`src/logic/scte_pkg.sv`:
```
/*
 Shared constants of the smart card transmit block: register offsets,
 field positions, reset values and the cycles-per-bit table.
 Assumes a Wishbone classic master with 32-bit data and byte addresses.
*/
package scte_pkg;
   // ==========================================================
   // Register byte offsets
   localparam logic [4:0] OFS_SMR = 5'h00;
   localparam logic [4:0] OFS_SCR = 5'h04;
   localparam logic [4:0] OFS_TDR = 5'h08;
   localparam logic [4:0] OFS_SSR = 5'h0c;
   localparam logic [4:0] OFS_SMART_CARD_MODE_CONTROL = 5'h10;
   localparam logic [4:0] OFS_IST = 5'h14;
   localparam logic [4:0] OFS_IMSK = 5'h18;
   // ==========================================================
   // Field positions
   localparam int SMR_BCP_LO = 0;
   localparam int SCR_TE = 5;
   localparam int SSR_TX_DATA_EMPTY_FLAG = 7;
   localparam int SSR_ERS = 4;
   localparam int SSR_TX_END_FLAG = 2;
   localparam int SMART_CARD_MODE_CONTROL_SMART_CARD_MODE_SELECT = 0;
   localparam int SMART_CARD_MODE_CONTROL_BCP_HI = 7;
   localparam int IRQ_TX_DATA_EMPTY_FLAG = 0;
   localparam int IRQ_TX_END_FLAG = 1;
   localparam int IRQ_ERS = 2;
   // ==========================================================
   // Reset values
   localparam logic [7:0] RST_SMR = 8'h00;
   localparam logic [7:0] RST_SCR = 8'h00;
   localparam logic [7:0] RST_SMART_CARD_MODE_CONTROL = 8'h00;
   localparam logic [7:0] RST_TDR = 8'hff;
   localparam logic RST_TX_DATA_EMPTY_FLAG = 1'b1;
   localparam logic RST_TX_END_FLAG = 1'b1;
   // ==========================================================
   // Frame and timing counts
   localparam logic [3:0] FRAME_BITS = 4'ha;
   localparam logic [3:0] GUARD_BITS_DEF = 4'h2;
   localparam logic [9:0] S_000 = 10'd93;
   localparam logic [9:0] S_001 = 10'd128;
   localparam logic [9:0] S_010 = 10'd186;
   localparam logic [9:0] S_011 = 10'd512;
   localparam logic [9:0] S_100 = 10'd32;
   localparam logic [9:0] S_101 = 10'd64;
   localparam logic [9:0] S_110 = 10'd372;
   localparam logic [9:0] S_111 = 10'd256;
   // ==========================================================
   // Transmitter states, one-hot
   typedef enum logic [2:0] {
      ST_IDLE = 3'b001,
      ST_SHIFT = 3'b010,
      ST_GUARD = 3'b100
   } scte_state_t;
endpackage

```
`src/logic/scte_top.sv`:
```
/*
 Smart card transmit channel: register file, bit timer, frame
 shifter, transmit-end and data-empty flags, interrupt logic.
 Assumes a Wishbone classic master on clk_i and an error-signal
 status level from the receive side on the same clock.
*/
// Register access over Wishbone and the register offsets were chosen for this implementation.
// What this block does
// - In smart card mode the transmit-end flag stays set while transmit enable is 0.
// - In smart card mode transmit-end sets after the guard interval if error status is 0 and no new data came.
// - Writing transmit data while transmit enable is 1 clears transmit-end.
// - Three select bits pick 93,128,186,512,32,64,372 or 256 base clocks per bit.
// - Smart card mode select 1 runs smart card framing, 0 the plain serial modes.
// - Data-empty sets when a byte moves to the shifter and clears on a data write.
`timescale 1ns/1ps
module scte_top
   import scte_pkg::*;
#(
   parameter logic [3:0] GUARD_BITS = GUARD_BITS_DEF
)
(
   input wire logic clk_i,
   input wire logic rst_i,
   input wire logic wb_cyc_i,
   input wire logic wb_stb_i,
   input wire logic wb_we_i,
   input wire logic [4:0] wb_adr_i,
   input wire logic [3:0] wb_sel_i,
   input wire logic [31:0] wb_dat_i,
   output logic [31:0] wb_dat_o,
   output logic wb_ack_o,
   input wire logic err_sig_i,
   output logic txd_o,
   output logic irq_o
);
   // ==========================================================
   // Helpers
   // Cycles per bit from the three select bits
   function automatic logic [9:0] bit_cycles(input logic [2:0] s);
      logic [9:0] c;
      c = S_000;
      case (s)
         3'h1: c = S_001;
         3'h2: c = S_010;
         3'h3: c = S_011;
         3'h4: c = S_100;
         3'h5: c = S_101;
         3'h6: c = S_110;
         3'h7: c = S_111;
         default: c = S_000;
      endcase
      return c;
   endfunction

   // ==========================================================
   // Bus slave
   logic ack_r, ack_nxt;
   logic [31:0] rd_r, rd_nxt;
   logic wr_go;
   logic [7:0] smr_r, scr_r, smart_card_mode_control_r, tdr_r;
   logic tx_data_empty_flag_r, tx_end_flag_r, ers_q_r;
   logic [2:0] ist_r, imsk_r;

   // Writes land on the edge where ack is seen high
   assign wr_go = wb_cyc_i & wb_stb_i & wb_we_i & ack_r & wb_sel_i[0];

   // One wait cycle, ack for one cycle; read data captured on reads only,
   // so a write leaves the last read value standing
   always_comb
   begin
      ack_nxt = wb_cyc_i & wb_stb_i & ~ack_r;
      rd_nxt = rd_r;
      if (ack_nxt && !wb_we_i)
      begin
         rd_nxt = 32'h0000_0000;
         case (wb_adr_i)
            OFS_SMR: rd_nxt[7:0] = smr_r;
            OFS_SCR: rd_nxt[7:0] = scr_r;
            OFS_TDR: rd_nxt[7:0] = tdr_r;
            OFS_SSR:
            begin
               rd_nxt[SSR_TX_DATA_EMPTY_FLAG] = tx_data_empty_flag_r;
               rd_nxt[SSR_ERS] = err_sig_i;
               rd_nxt[SSR_TX_END_FLAG] = tx_end_flag_r;
            end
            OFS_SMART_CARD_MODE_CONTROL: rd_nxt[7:0] = smart_card_mode_control_r;
            OFS_IST: rd_nxt[2:0] = ist_r;
            OFS_IMSK: rd_nxt[2:0] = imsk_r;
            default: rd_nxt = 32'h0000_0000; // Unmapped reads zero
         endcase
      end
   end

   always_ff @(posedge clk_i)
   begin
      if (rst_i)
      begin
         ack_r <= 1'b0;
         rd_r <= 32'h0000_0000;
      end
      else
      begin
         ack_r <= ack_nxt;
         rd_r <= rd_nxt;
      end
   end
   assign wb_ack_o = ack_r;
   assign wb_dat_o = rd_r;

   // ==========================================================
   // Configuration registers
   logic [7:0] smr_nxt, scr_nxt, smart_card_mode_control_nxt, imsk_nxt8;
   logic te, smart_card_mode_select;
   logic [9:0] s_cyc;

   always_comb
   begin
      smr_nxt = smr_r;
      scr_nxt = scr_r;
      smart_card_mode_control_nxt = smart_card_mode_control_r;
      imsk_nxt8 = {5'h00, imsk_r};
      if (wr_go)
      begin
         case (wb_adr_i)
            OFS_SMR: smr_nxt = wb_dat_i[7:0];
            OFS_SCR: scr_nxt = wb_dat_i[7:0];
            OFS_SMART_CARD_MODE_CONTROL: smart_card_mode_control_nxt = wb_dat_i[7:0];
            OFS_IMSK: imsk_nxt8 = {5'h00, wb_dat_i[2:0]};
            default: smr_nxt = smr_r;
         endcase
      end
   end

   always_ff @(posedge clk_i)
   begin
      if (rst_i)
      begin
         smr_r <= RST_SMR;
         scr_r <= RST_SCR;
         smart_card_mode_control_r <= RST_SMART_CARD_MODE_CONTROL;
         imsk_r <= 3'h0;
      end
      else
      begin
         smr_r <= smr_nxt;
         scr_r <= scr_nxt;
         smart_card_mode_control_r <= smart_card_mode_control_nxt;
         imsk_r <= imsk_nxt8[2:0];
      end
   end

   assign te = scr_r[SCR_TE];
   assign smart_card_mode_select = smart_card_mode_control_r[SMART_CARD_MODE_CONTROL_SMART_CARD_MODE_SELECT];
   // Upper select bit from mode control, lower two from serial mode
   assign s_cyc = bit_cycles({smart_card_mode_control_r[SMART_CARD_MODE_CONTROL_BCP_HI],
                              smr_r[SMR_BCP_LO+1:SMR_BCP_LO]});

   // ==========================================================
   // Transmitter
   scte_state_t st_r, st_nxt;
   logic [9:0] div_r, div_nxt;
   logic [3:0] bit_r, bit_nxt;
   logic [9:0] tsr_r, tsr_nxt;
   logic [7:0] tdr_nxt;
   logic tx_data_empty_flag_nxt, tx_end_flag_nxt, txd_r, txd_nxt;
   logic wr_tdr, tick;

   assign wr_tdr = wr_go & (wb_adr_i == OFS_TDR);
   // A select change mid-frame takes effect at once; software should
   // only change it with transmit disabled
   assign tick = (div_r >= s_cyc - 10'd1);

   always_comb
   begin
      st_nxt = st_r;
      div_nxt = div_r;
      bit_nxt = bit_r;
      tsr_nxt = tsr_r;
      tdr_nxt = tdr_r;
      tx_data_empty_flag_nxt = tx_data_empty_flag_r;
      tx_end_flag_nxt = tx_end_flag_r;
      txd_nxt = txd_r;
      if (st_r != ST_IDLE)
         div_nxt = tick ? 10'd0 : div_r + 10'd1;
      case (st_r)
         ST_IDLE:
         begin
            if (te && !tx_data_empty_flag_r)
            begin
               // Start, eight data bits LSB first, even parity
               tsr_nxt = {^tdr_r, tdr_r, 1'b0};
               tx_data_empty_flag_nxt = 1'b1;
               div_nxt = 10'd0;
               bit_nxt = 4'h0;
               txd_nxt = 1'b0;
               st_nxt = ST_SHIFT;
            end
         end
         ST_SHIFT:
         begin
            if (tick)
            begin
               if (bit_r == FRAME_BITS - 4'h1)
               begin
                  txd_nxt = 1'b1;
                  bit_nxt = 4'h0;
                  if (smart_card_mode_select)
                     st_nxt = ST_GUARD;
                  else
                  begin
                     // Plain modes: end as the last bit goes out
                     st_nxt = ST_IDLE;
                     if (tx_data_empty_flag_r && !wr_tdr)
                        tx_end_flag_nxt = 1'b1;
                  end
               end
               else
               begin
                  tsr_nxt = {1'b1, tsr_r[9:1]};
                  txd_nxt = tsr_r[1];
                  bit_nxt = bit_r + 4'h1;
               end
            end
         end
         ST_GUARD:
         begin
            if (tick)
            begin
               bit_nxt = bit_r + 4'h1;
               if (bit_r >= GUARD_BITS - 4'h1)
               begin
                  st_nxt = ST_IDLE;
                  if (!err_sig_i && tx_data_empty_flag_r && !wr_tdr)
                     tx_end_flag_nxt = 1'b1;
               end
            end
         end
         default: st_nxt = ST_IDLE;
      endcase
      // Data write last so it beats a same-cycle transfer
      if (wr_tdr)
      begin
         tdr_nxt = wb_dat_i[7:0];
         tx_data_empty_flag_nxt = 1'b0;
         if (te)
            tx_end_flag_nxt = 1'b0;
      end
      // Disabled transmitter parks the line and holds end set
      if (!te)
      begin
         st_nxt = ST_IDLE;
         txd_nxt = 1'b1;
         tx_end_flag_nxt = 1'b1;
      end
   end

   always_ff @(posedge clk_i)
   begin
      if (rst_i)
      begin
         st_r <= ST_IDLE;
         div_r <= 10'd0;
         bit_r <= 4'h0;
         tsr_r <= 10'h3ff;
         tdr_r <= RST_TDR;
         tx_data_empty_flag_r <= RST_TX_DATA_EMPTY_FLAG;
         tx_end_flag_r <= RST_TX_END_FLAG;
         txd_r <= 1'b1;
      end
      else
      begin
         st_r <= st_nxt;
         div_r <= div_nxt;
         bit_r <= bit_nxt;
         tsr_r <= tsr_nxt;
         tdr_r <= tdr_nxt;
         tx_data_empty_flag_r <= tx_data_empty_flag_nxt;
         tx_end_flag_r <= tx_end_flag_nxt;
         txd_r <= txd_nxt;
      end
   end
   assign txd_o = txd_r;

   // ==========================================================
   // Interrupts: rising flags are sticky, write one to clear
   logic [2:0] ist_nxt, ev;
   logic irq_r, irq_nxt;

   always_comb
   begin
      ev = 3'h0;
      ev[IRQ_TX_DATA_EMPTY_FLAG] = tx_data_empty_flag_nxt & ~tx_data_empty_flag_r;
      ev[IRQ_TX_END_FLAG] = tx_end_flag_nxt & ~tx_end_flag_r;
      ev[IRQ_ERS] = err_sig_i & ~ers_q_r;
      ist_nxt = ist_r;
      if (wr_go && wb_adr_i == OFS_IST)
         ist_nxt = ist_r & ~wb_dat_i[2:0];
      // Set after clear so an event in the clear cycle survives
      ist_nxt = ist_nxt | ev;
      irq_nxt = |(ist_nxt & imsk_nxt8[2:0]);
   end

   always_ff @(posedge clk_i)
   begin
      if (rst_i)
      begin
         ist_r <= 3'h0;
         ers_q_r <= 1'b0;
         irq_r <= 1'b0;
      end
      else
      begin
         ist_r <= ist_nxt;
         ers_q_r <= err_sig_i;
         irq_r <= irq_nxt;
      end
   end
   assign irq_o = irq_r;
endmodule

```
`config.mk`:
```
export PLATFORM = sky130hd
export DESIGN_NAME = scte_top
export DESIGN_NICKNAME = d
export VERILOG_FILES = /design/src/logic/scte_pkg.sv /design/src/logic/scte_top.sv
export SDC_FILE = /design/constraint.sdc
export NUM_CORES = 1
export LEC_CHECK = 0
export BUFFER_PORTS_ARGS = -buffer_cell sky130_fd_sc_hd__buf_2
export CORE_MARGIN = 1.5
export CORE_UTILIZATION = 45
export DETAILED_ROUTE_END_ITERATION = 6
export PLACE_DENSITY = 0.66
export RECOVER_POWER = 50
export SLEW_MARGIN = 20
export SYNTH_ARGS = -nofsm -noshare
export SYNTH_HDL_FRONTEND = slang
export SYNTH_SLANG_ARGS = --single-unit
```
`constraint.sdc`:
```
create_clock -name clk_i -period 6.6 [get_ports clk_i]
set_clock_uncertainty 0.05 [all_clocks]
set_input_delay 0.33 -clock clk_i [delete_from_list [all_inputs] [get_ports clk_i]]
set_output_delay 0.33 -clock clk_i [all_outputs]
set_load 0.01 [all_outputs]
```
==> results of run 1 <==
layout make-up:
type,instances,area (µm²)
tap,111,139
timing repair buffer,34,163
multi-input combinational,412,2420
clock inverter,7,73.8
sequential,78,1560
clock buffer,9,124
fill,900,4630
inverter,10,37.5
report_power, final:
group	internal (mW)	switching, mW
combinational	0.0137	0.0365
sequential	0.473	0.00229
clock	0.176	0.189
total	0.663	0.228
through the flow:
stage	hold WS [ps]	power (mW)	cell area (µm²)	util [%]	setup slack [ps]
CTS	178	0.899	4530	49.5	3480
global placement	391	0.535	4330	47.3	3610
finish	195	0.890	4520	49.4	2520
floorplan	386	0.528	4300	-	4170
global route	196	0.925	4520	49.4	2120
detailed placement	399	0.536	4330	47.3	3500
cells in the final DEF (no fill, tap or decap), types with 8 or more instances in the layout:
master and n:
ha_1 14, a21oi_1 45, nor2_1 30, buf_2 19
nor3b_1 9, a22oi_1 17, o21ai_0 21, inv_1 10
conb_1 26, mux2i_1 10, nand3_1 48, a21o_1 8
nand2_1 84, nor3_1 10, and3_1 15, clkbuf_8 9
dfxtp_1 78, clkbuf_1 12
state kept, by name (all words and copies together) (netlist names), 3 cells and up:
register / cells
imsk_r: 3
tsr_r: 9
tdr_r: 8
bit_r: 4
scr_r: 8
div_r: 10
smr_r: 8
smart_card_mode_control_r: 8
st_r: 3
wb_dat_o: 8
ist_r: 3
cell families after synthesis:
logic type / count (synthesis) / synth area share, %
xor+xnor: 11 / 2.29
mux: 10 / 2.38
simple gates: 230 / 27.5
flops: 78 / 37.1
other cells: 2 / 0.178
fa+ha+maj: 15 / 4.40
compound gates: 120 / 18.4
buf+inv: 61 / 7.79
critical path: cells and delay by family:
| family | cells | cell delay, ps |
|---|---|---|
| buf+inv | 3 | 2890 |
| compound gates | 2 | 340 |
| simple gates | 1 | 690 |
per-layer routing:
metal | GRT usage [%] | up-vias | routed length, µm
li1 | - | 1865 | -
met1 | 26.9 | 1789 | 4440
met2 | 37.2 | 111 | 5110
met3 | 4.92 | 15 | 519
met4 | 6.39 | 0 | 183
met5 | 0 | - | 0
worst min-delay path by stage:
stage                to  slack [ps]  cells past startpoint
5_1_grt        tdr_r[3]         200                      3
3_5_place_dp      txd_o         400                      1
3_3_place_gp   smr_r[7]         390                      2
4_1_cts        tdr_r[3]         180                      3
2_1_floorplan  smr_r[4]         390                      2
6_report       tdr_r[3]         200                      3
==> impl_metrics.tcl, run 1 <==
set metrics [dict create \
    status "finished, violations left" \
    violations "capacitance limit, slew limit" \
    finalCriticalPeriod_ps 4080 \
    synth_commonest_cells "84 x nand2_1, 78 x dfxtp_1, 48 x nand3_1, 46 x a21oi_1, 31 x nor2_1" \
    cts.clk_slew.worst_paths_ps 80 \
    power-per-cell-area_mw_per_mm2 197 \
    max_slew_margin_pct -64.2 \
    grt_antenna_before_repair 0 \
    synthesis.area_mm2 0.00421 \
    ir_drop_mv 0.141 \
    synth.avg_cell_area_um2 7.99 \
    cts.sinks 78 \
    gp_congestion 0.829 \
    crit_path_end_kind "register" \
    yosysSeqAreaShare_pct 37.1 \
    holdCritPathClass "in2reg" \
    drc 0 \
    cts_setup_buffers 0 \
    dieArea_mm2 0.00995 \
    nets 606 \
    cts_resized 0 \
    dp.cells 645 \
    ys_types 56 \
    htreeDepth 3 \
    row_count 35 \
    hold_violations 0 \
    path_max_fanout 53 \
    layout.cells.non_filler 661 \
    ys_warn_count 0 \
    postSynthCellCount 527 \
    track_usage_pct 21.6 \
    yosys-top-cells-area "dfxtp_1 37%, nand2_1 7.5%, nand3_1 5.7%" \
    first_pass_iters 5 \
    synth_edf_count 0 \
    crit_chain "buf_2, clkbuf_1, inv_1, nand4_1, o21ai_0, a21o_1" \
    drive_gt1_share_pct 9.64 \
    rsz0062_at_grt "no" \
    period_share_pct 61.8 \
    netlist.area_leader.share_pct 37.1 \
    grt_start_max_net_pins 54 \
    power_leakage_nw 1.86 \
    ys_seq_elements 78 \
    dr.first_iter.drc_count 263 \
    num_antenna_cells 0 \
    clockRootBuffer "clkbuf_8" \
    dp_hpwl_mm 7.15 \
    cts_buffers 9 \
    setup.worst_path.end "div_r[3]" \
    required_ps 6810 \
    insertion_delay_ps 360 \
    cap_violations 1 \
    postCtsHoldBufs 0 \
    ys.flop_type "dfxtp_1" \
    wire_per_inst_um 15.5 \
    fp.coreArea_mm2 0.00915 \
    min-delay-start "wb_dat_i[3]" \
    setup_tns_ps 0 \
    io_pins 82 \
    syn_to_final_growth_pct 7.40 \
    synth_top_area_cell "dfxtp_1" \
    die_w_um 99.7 \
    via_count 3780 \
    grt_overflow_total 0 \
    die_y_um 99.7 \
    routed_via_density 5.72 \
    grt_pass1_vias 3529 \
    io_buffers 30 \
    arrival_ps 4290 \
    grt_pass1_wl_mm 17.2 \
    rr_worst_depth 9 \
    drv_slew 54 \
    finalSetupViolCount 0 \
    critPathKind "in2reg" \
    synthArstFlopShare_pct 0 \
    r2r_setup_slack_ps 3860 \
    yosysMostFrequentCell "nand2_1" \
    critPathLaunch "rst_i" \
    cp_slowest_cell "clkbuf_1" \
    routed_wirelength_mm 10.3 \
    fmax_mhz 245 \
    timing.rr.start "smr_r[0]" \
    clockBufferDepth 2 \
    drtAntennaViolNets 0 \
    cts_tree "done" \
    slowest_delay_ps 1730 \
    tightest_slew_ps 2460 \
    cp-start-kind "primary input" \
    r2r_end "tsr_r[6]" \
    start_util_pct 46.0 \
]
No activity file was read; power rests on OpenSTA's default activity.
==> inputs of run 2 (changes only) <==
Settings changed: PLACE_DENSITY 0.66 to 0.69.
Clock period 6.6 ns to 3.3 ns, I/O delays scaled along.
==> impl_metrics.tcl, run 2 (synthesis results as in run 1) <==
set metrics [dict create \
    dr.first_iter.drc_count 237 \
    die_y_um 99.7 \
    p_comb_share_pct 5.2 \
    period_share_pct 85.0 \
    cts_setup_buffers 0 \
    layout.cells.non_filler 666 \
    drc 0 \
    dp_hpwl_mm 7.08 \
    top_register "div_r" \
    arrival_ps 3010 \
    power-per-cell-area_mw_per_mm2 425 \
    fillers 910 \
    rsz0062_at_grt "no" \
    grt_pass1_vias 3571 \
    clkPwrFrac_pct 46.2 \
    setup_tns_ps 0 \
    intPower_mw 1.50 \
    violations "capacitance limit, slew limit" \
    max_slew_margin_pct -61.7 \
    fp.coreArea_mm2 0.00915 \
    grt_overflow_total 0 \
    io_pins 82 \
    largest_register_ffs 10 \
    postCtsHoldBufs 0 \
    num_antenna_cells 0 \
    dieArea_mm2 0.00995 \
    cap_violations 1 \
    mostFrequentLayoutCell "nand2_1" \
    finalSetupViolCount 0 \
    row_count 35 \
    timing.rr.start "smart_card_mode_control_r[7]" \
    crit_path_end_kind "register" \
    fin_area_mm2 0.00460 \
    power_leakage_nw 1.90 \
    wire_per_inst_um 15.3 \
    cts_tree "done" \
    hold_slack_ps 30.9 \
    dp.cells 650 \
    via_count 3856 \
    cp_slowest_cell "nor2_1" \
    clockBufferDepth 2 \
    clockRootBuffer "clkbuf_8" \
    rr_worst_depth 8 \
    r2r_end "st_r[0]" \
    required_ps 3500 \
    path_max_fanout 9 \
    grt_antenna_before_repair 0 \
    critPathLaunch "smart_card_mode_control_r[7]" \
    status "finished, violations left" \
    layout_common_cells "84 x nand2_1, 78 x dfxtp_1, 48 x nand3_1, 46 x a21oi_1, 31 x nor2_1" \
    cp_num_cells 8 \
    htreeDepth 3 \
    finalCriticalPeriod_ps 2800 \
    holdCritPathClass "in2reg" \
    crit_buf_inv 1 \
    slowest_delay_ps 550 \
    tightest_slew_ps 2430 \
    cts_buffers 9 \
    finalPower_mw 1.96 \
    p_sw_mw 0.451 \
    io_buffers 30 \
    routed_wirelength_mm 10.2 \
    grt_start_max_net_pins 53 \
    placed_cell_area_mm2 0.00437 \
    cp-start-kind "register" \
    cts_resized 0 \
    swShare_pct 23.0 \
    insertion_delay_ps 360 \
    drv_slew 53 \
    nets 611 \
    gp_congestion 0.838 \
    grt_pass1_wl_mm 17.3 \
    start_util_pct 46.0 \
    crit_chain "inv_1, nor3b_1, ha_1, a41oi_1, o31ai_1, nor2_1, a2111oi_4, a211o_1" \
    fmax_mhz 357 \
    ir_drop_mv 0.317 \
    drtAntennaViolNets 0 \
    critPathKind "reg2reg" \
    cts.sinks 78 \
    routed_via_density 5.79 \
    syn_to_final_growth_pct 9.30 \
    drive_gt1_share_pct 9.91 \
    path_delay_family "compound AO/OA/AOI/OAI gates" \
    hold_violations 0 \
    cts.clk_slew.worst_paths_ps 80 \
    r2r_setup_slack_ps 500 \
    setup.worst_path.end "st_r[0]" \
    die_w_um 99.7 \
    track_usage_pct 21.5 \
    reg_top3 "div_r: 10 flops, tsr_r: 9 flops" \
    first_pass_iters 5 \
    p_seq_share_pct 48.6 \
]
-- run 2: worst min-delay path by stage --
stage / start / endpoint / slack (ps) / cells past startpoint
final: wb_dat_i[6] / tdr_r[6] / 30 / 3
after global routing: wb_dat_i[4] / smart_card_mode_control_r[4] / 30 / 3
after detailed placement: wb_dat_i[3] / tdr_r[3] / 390 / 3
after global placement: wb_dat_i[3] / tdr_r[3] / 380 / 3
after CTS: wb_dat_i[3] / tdr_r[3] / 10 / 3
after floorplan: wb_dat_i[0] / tdr_r[0] / 240 / 2
-- run 2: cell type report --
cell class                 count  area (µm²)  area share, %
timing repair buffer          39         199           4.32
clock buffer                  10         138           2.99
tap                          111         139           3.02
clock inverter                 6         116           2.53
inverter                      10        37.5          0.816
sequential                    78        1560           33.9
multi-input combinational    412        2410           52.4
-- run 2: power by group through the flow --
stage,Sequential [mW],Combinational (mW),Clock (mW)
global route,0.952,0.113,0.965
global placement,0.973,0.0994,0
CTS,0.951,0.102,0.925
detailed placement,0.973,0.101,0
floorplan,0.974,0.0827,0
finish,0.951,0.101,0.903
-- run 2: per-layer routing --
metal,part of all wire [%],wire (µm),vias up,GRT usage [%]
li1,-,-,1882,-
met1,44,4520,1831,27.4
met2,49,4970,132,36.8
met3,5.6,570,11,4.85
met4,1.2,125,0,4.98
met5,0,0,-,0
-- run 2: metrics by stage --
| stage | setup WS [ps] | util (%) |
|---|---|---|
| global placement | 676 | 47.7 |
| finish | 496 | 50.3 |
| floorplan | 868 | - |
| detailed placement | 600 | 47.7 |
| CTS | 528 | 50.5 |
| global route | 271 | 50.3 |
-- run 2: worst min-delay path, delay by kind of cell --
family	cells	cell delay [ps]
buffers and inverters	1	120
AND/OR/NAND/NOR	2	120
==> inputs of run 3 (changes only) <==
Settings changed: ABC_AREA set to 1.
Clock period 3.3 ns to 2.27 ns, I/O delays scaled along.
==> impl_metrics.tcl, run 3 <==
set metrics [dict create \
    status "finished, violations left" \
    ys_warn_count 0 \
    mostFrequentLayoutCell "nand2_1" \
    grt_start_max_net_pins 52 \
    largest_register_ffs 10 \
    cap_violations 0 \
    die_w_um 99.4 \
    yosysSeqAreaShare_pct 37.4 \
    hold_violations 1 \
    ys_types 42 \
    period_share_pct 96.0 \
    synthesis.area_mm2 0.00418 \
    holdCritPathClass "in2reg" \
    cp-start-kind "register" \
    start_util_pct 47.2 \
    drc 0 \
    placed_cell_area_mm2 0.00434 \
    grt_overflow_total 0 \
    violations "hold timing" \
    num_antenna_cells 0 \
    insertion_delay_ps 360 \
    synth_top_area_cell "dfxtp_1" \
    ir_drop_mv 0.437 \
    crit_buf_inv 1 \
    top_register "div_r" \
    cts.clk_slew.worst_paths_ps 90 \
    fp.coreArea_mm2 0.00885 \
    routed_via_density 5.16 \
    dieArea_mm2 0.00987 \
    nets 681 \
    arrival_ps 2390 \
    postSynthCellCount 579 \
    slowest_delay_ps 400 \
    drv_slew 0 \
    first_pass_iters 5 \
    synthArstFlopShare_pct 0 \
    synth_edf_count 0 \
    routed_wirelength_mm 9.39 \
    io_buffers 30 \
    finalCriticalPeriod_ps 2180 \
    dr.first_iter.drc_count 175 \
    hold_slack_ps -27.2 \
    yosysMostFrequentCell "nand2_1" \
    drive_gt1_share_pct 13.8 \
    crit_chain "nor2_2, nor2_2, o21ai_1, ha_1, nand2_2, a21oi_1, nor2_1, nand3_4, buf_4, nand2_1, nand2_1, nand2_2, nand2_2, nand2_2, nand2_1, nand2_1, nand2_1" \
    path_max_fanout 7 \
    yosys-top-cells-area "dfxtp_1 37%, nand2_1 11%, o21ai_0 6.7%" \
    setup_tns_ps 0 \
    layout_common_cells "122 x nand2_1, 75 x dfxtp_1, 56 x o21ai_0, 52 x inv_1, 52 x nor2_1" \
    ys_seq_elements 78 \
    grt_antenna_before_repair 0 \
    crit_path_end_kind "register" \
    synth.avg_cell_area_um2 7.22 \
    syn_to_final_growth_pct 9.82 \
    wire_per_inst_um 12.8 \
    required_ps 2480 \
    cts.sinks 78 \
    ys.flop_type "dfxtp_1" \
    die_y_um 99.4 \
    cp_slowest_cell "dfxtp_4" \
    clockRootBuffer "clkbuf_8" \
    htreeDepth 3 \
    path_delay_family "simple AND/OR/NAND/NOR gates" \
    dp_hpwl_mm 6.89 \
    clockBufferDepth 2 \
    drtAntennaViolNets 0 \
    reg_top3 "div_r: 10 flops, tsr_r: 9 flops" \
    critPathKind "reg2reg" \
    cts_buffers 9 \
    fin_area_mm2 0.00459 \
    grt_pass1_wl_mm 15.8 \
    row_count 34 \
    power-per-cell-area_mw_per_mm2 544 \
    track_usage_pct 19.9 \
    layout.cells.non_filler 733 \
    fmax_mhz 459 \
    dp.cells 709 \
    netlist.area_leader.share_pct 37.4 \
    fin_ws_ps 91.0 \
    gp_congestion 0.891 \
    finalSetupViolCount 0 \
    via_count 3781 \
    timing.critical_path.mode_cell "nand2_1" \
    grt_pass1_vias 3476 \
    power_leakage_nw 1.97 \
    pre_cts_ws_ps 29.5 \
    cts_tree "done" \
    synth_commonest_cells "125 x nand2_1, 78 x dfxtp_1, 56 x o21ai_0, 53 x nor2_1, 52 x inv_1" \
    io_pins 82 \
]
run 3: path summary, 6_finish.rpt:
kind / start / end / slack (ps) / depth (start not counted)
worst min-delay path: wb_stb_i / wb_ack_o / -30 / 3
worst min register to register: scr_r[5] / tx_end_flag_r / 390 / 1
worst max register to register: smr_r[0] / irq_o / 90 / 17
worst max-delay path: smr_r[0] / irq_o / 90 / 17
run 3: metrics by stage:
| step | utilization, % | power, mW |
|---|---|---|
| floorplan | - | 1.51 |
| global placement | 49.0 | 1.53 |
| detailed placement | 49.0 | 1.54 |
| CTS | 51.7 | 2.52 |
| global route | 51.9 | 2.58 |
| finish | 51.9 | 2.50 |
run 3: worst min-delay path: cells and delay by family:
family                 cells  cell delay [ps]
buffers and inverters      1              100
AND/OR/NAND/NOR            2              140
run 3: final cells by class:
cell class / instances / area (µm²)
inverter: 64 / 243
tap: 108 / 135
clock buffer: 10 / 128
timing repair buffer: 42 / 235
clock inverter: 6 / 53.8
multi-input combinational: 425 / 2230
fill: 856 / 4260
sequential: 78 / 1570
run 3: per-layer routing:
layer / track usage [%] / part of all wire, % / up-vias / wire length [µm]
met1: 25.4 / 47 / 1707 / 4430
li1: - / - / 1945 / -
met4: 10.1 / 3.1 / 0 / 290
met5: 0 / 0 / - / 0
met2: 32.6 / 46 / 110 / 4300
met3: 3.02 / 3.9 / 19 / 370
run 3: logic make-up after synthesis:
kind of cell	after synthesis	share of synthesized area, %
AND/OR/NAND/NOR	244	27.4
adder cells (fa/ha/maj)	14	4.19
AO/OA/AOI/OAI	132	17.3
XOR/XNOR	9	1.89
flip-flops	78	37.4
buffers and inverters	100	11.7
other	2	0.180
run 3: where the power goes:
group	switching, mW	internal [mW]
clock network	0.574	0.417
logic	0.0940	0.0371
registers	0.00323	1.37
run 3: repair_timing:
| action | 4_1_cts | 5_1_grt |
|---|---|---|
| cloned | 0 | 0 |
| hold endpoints to repair | 13 | 0 |
| hold buffers | 5 | 0 |
| setup buffers | 0 | 3 |
| endpoints found under the setup margin | 2 | 29 |
| pin swaps | 0 | 4 |
| resized for setup | 1 | 18 |
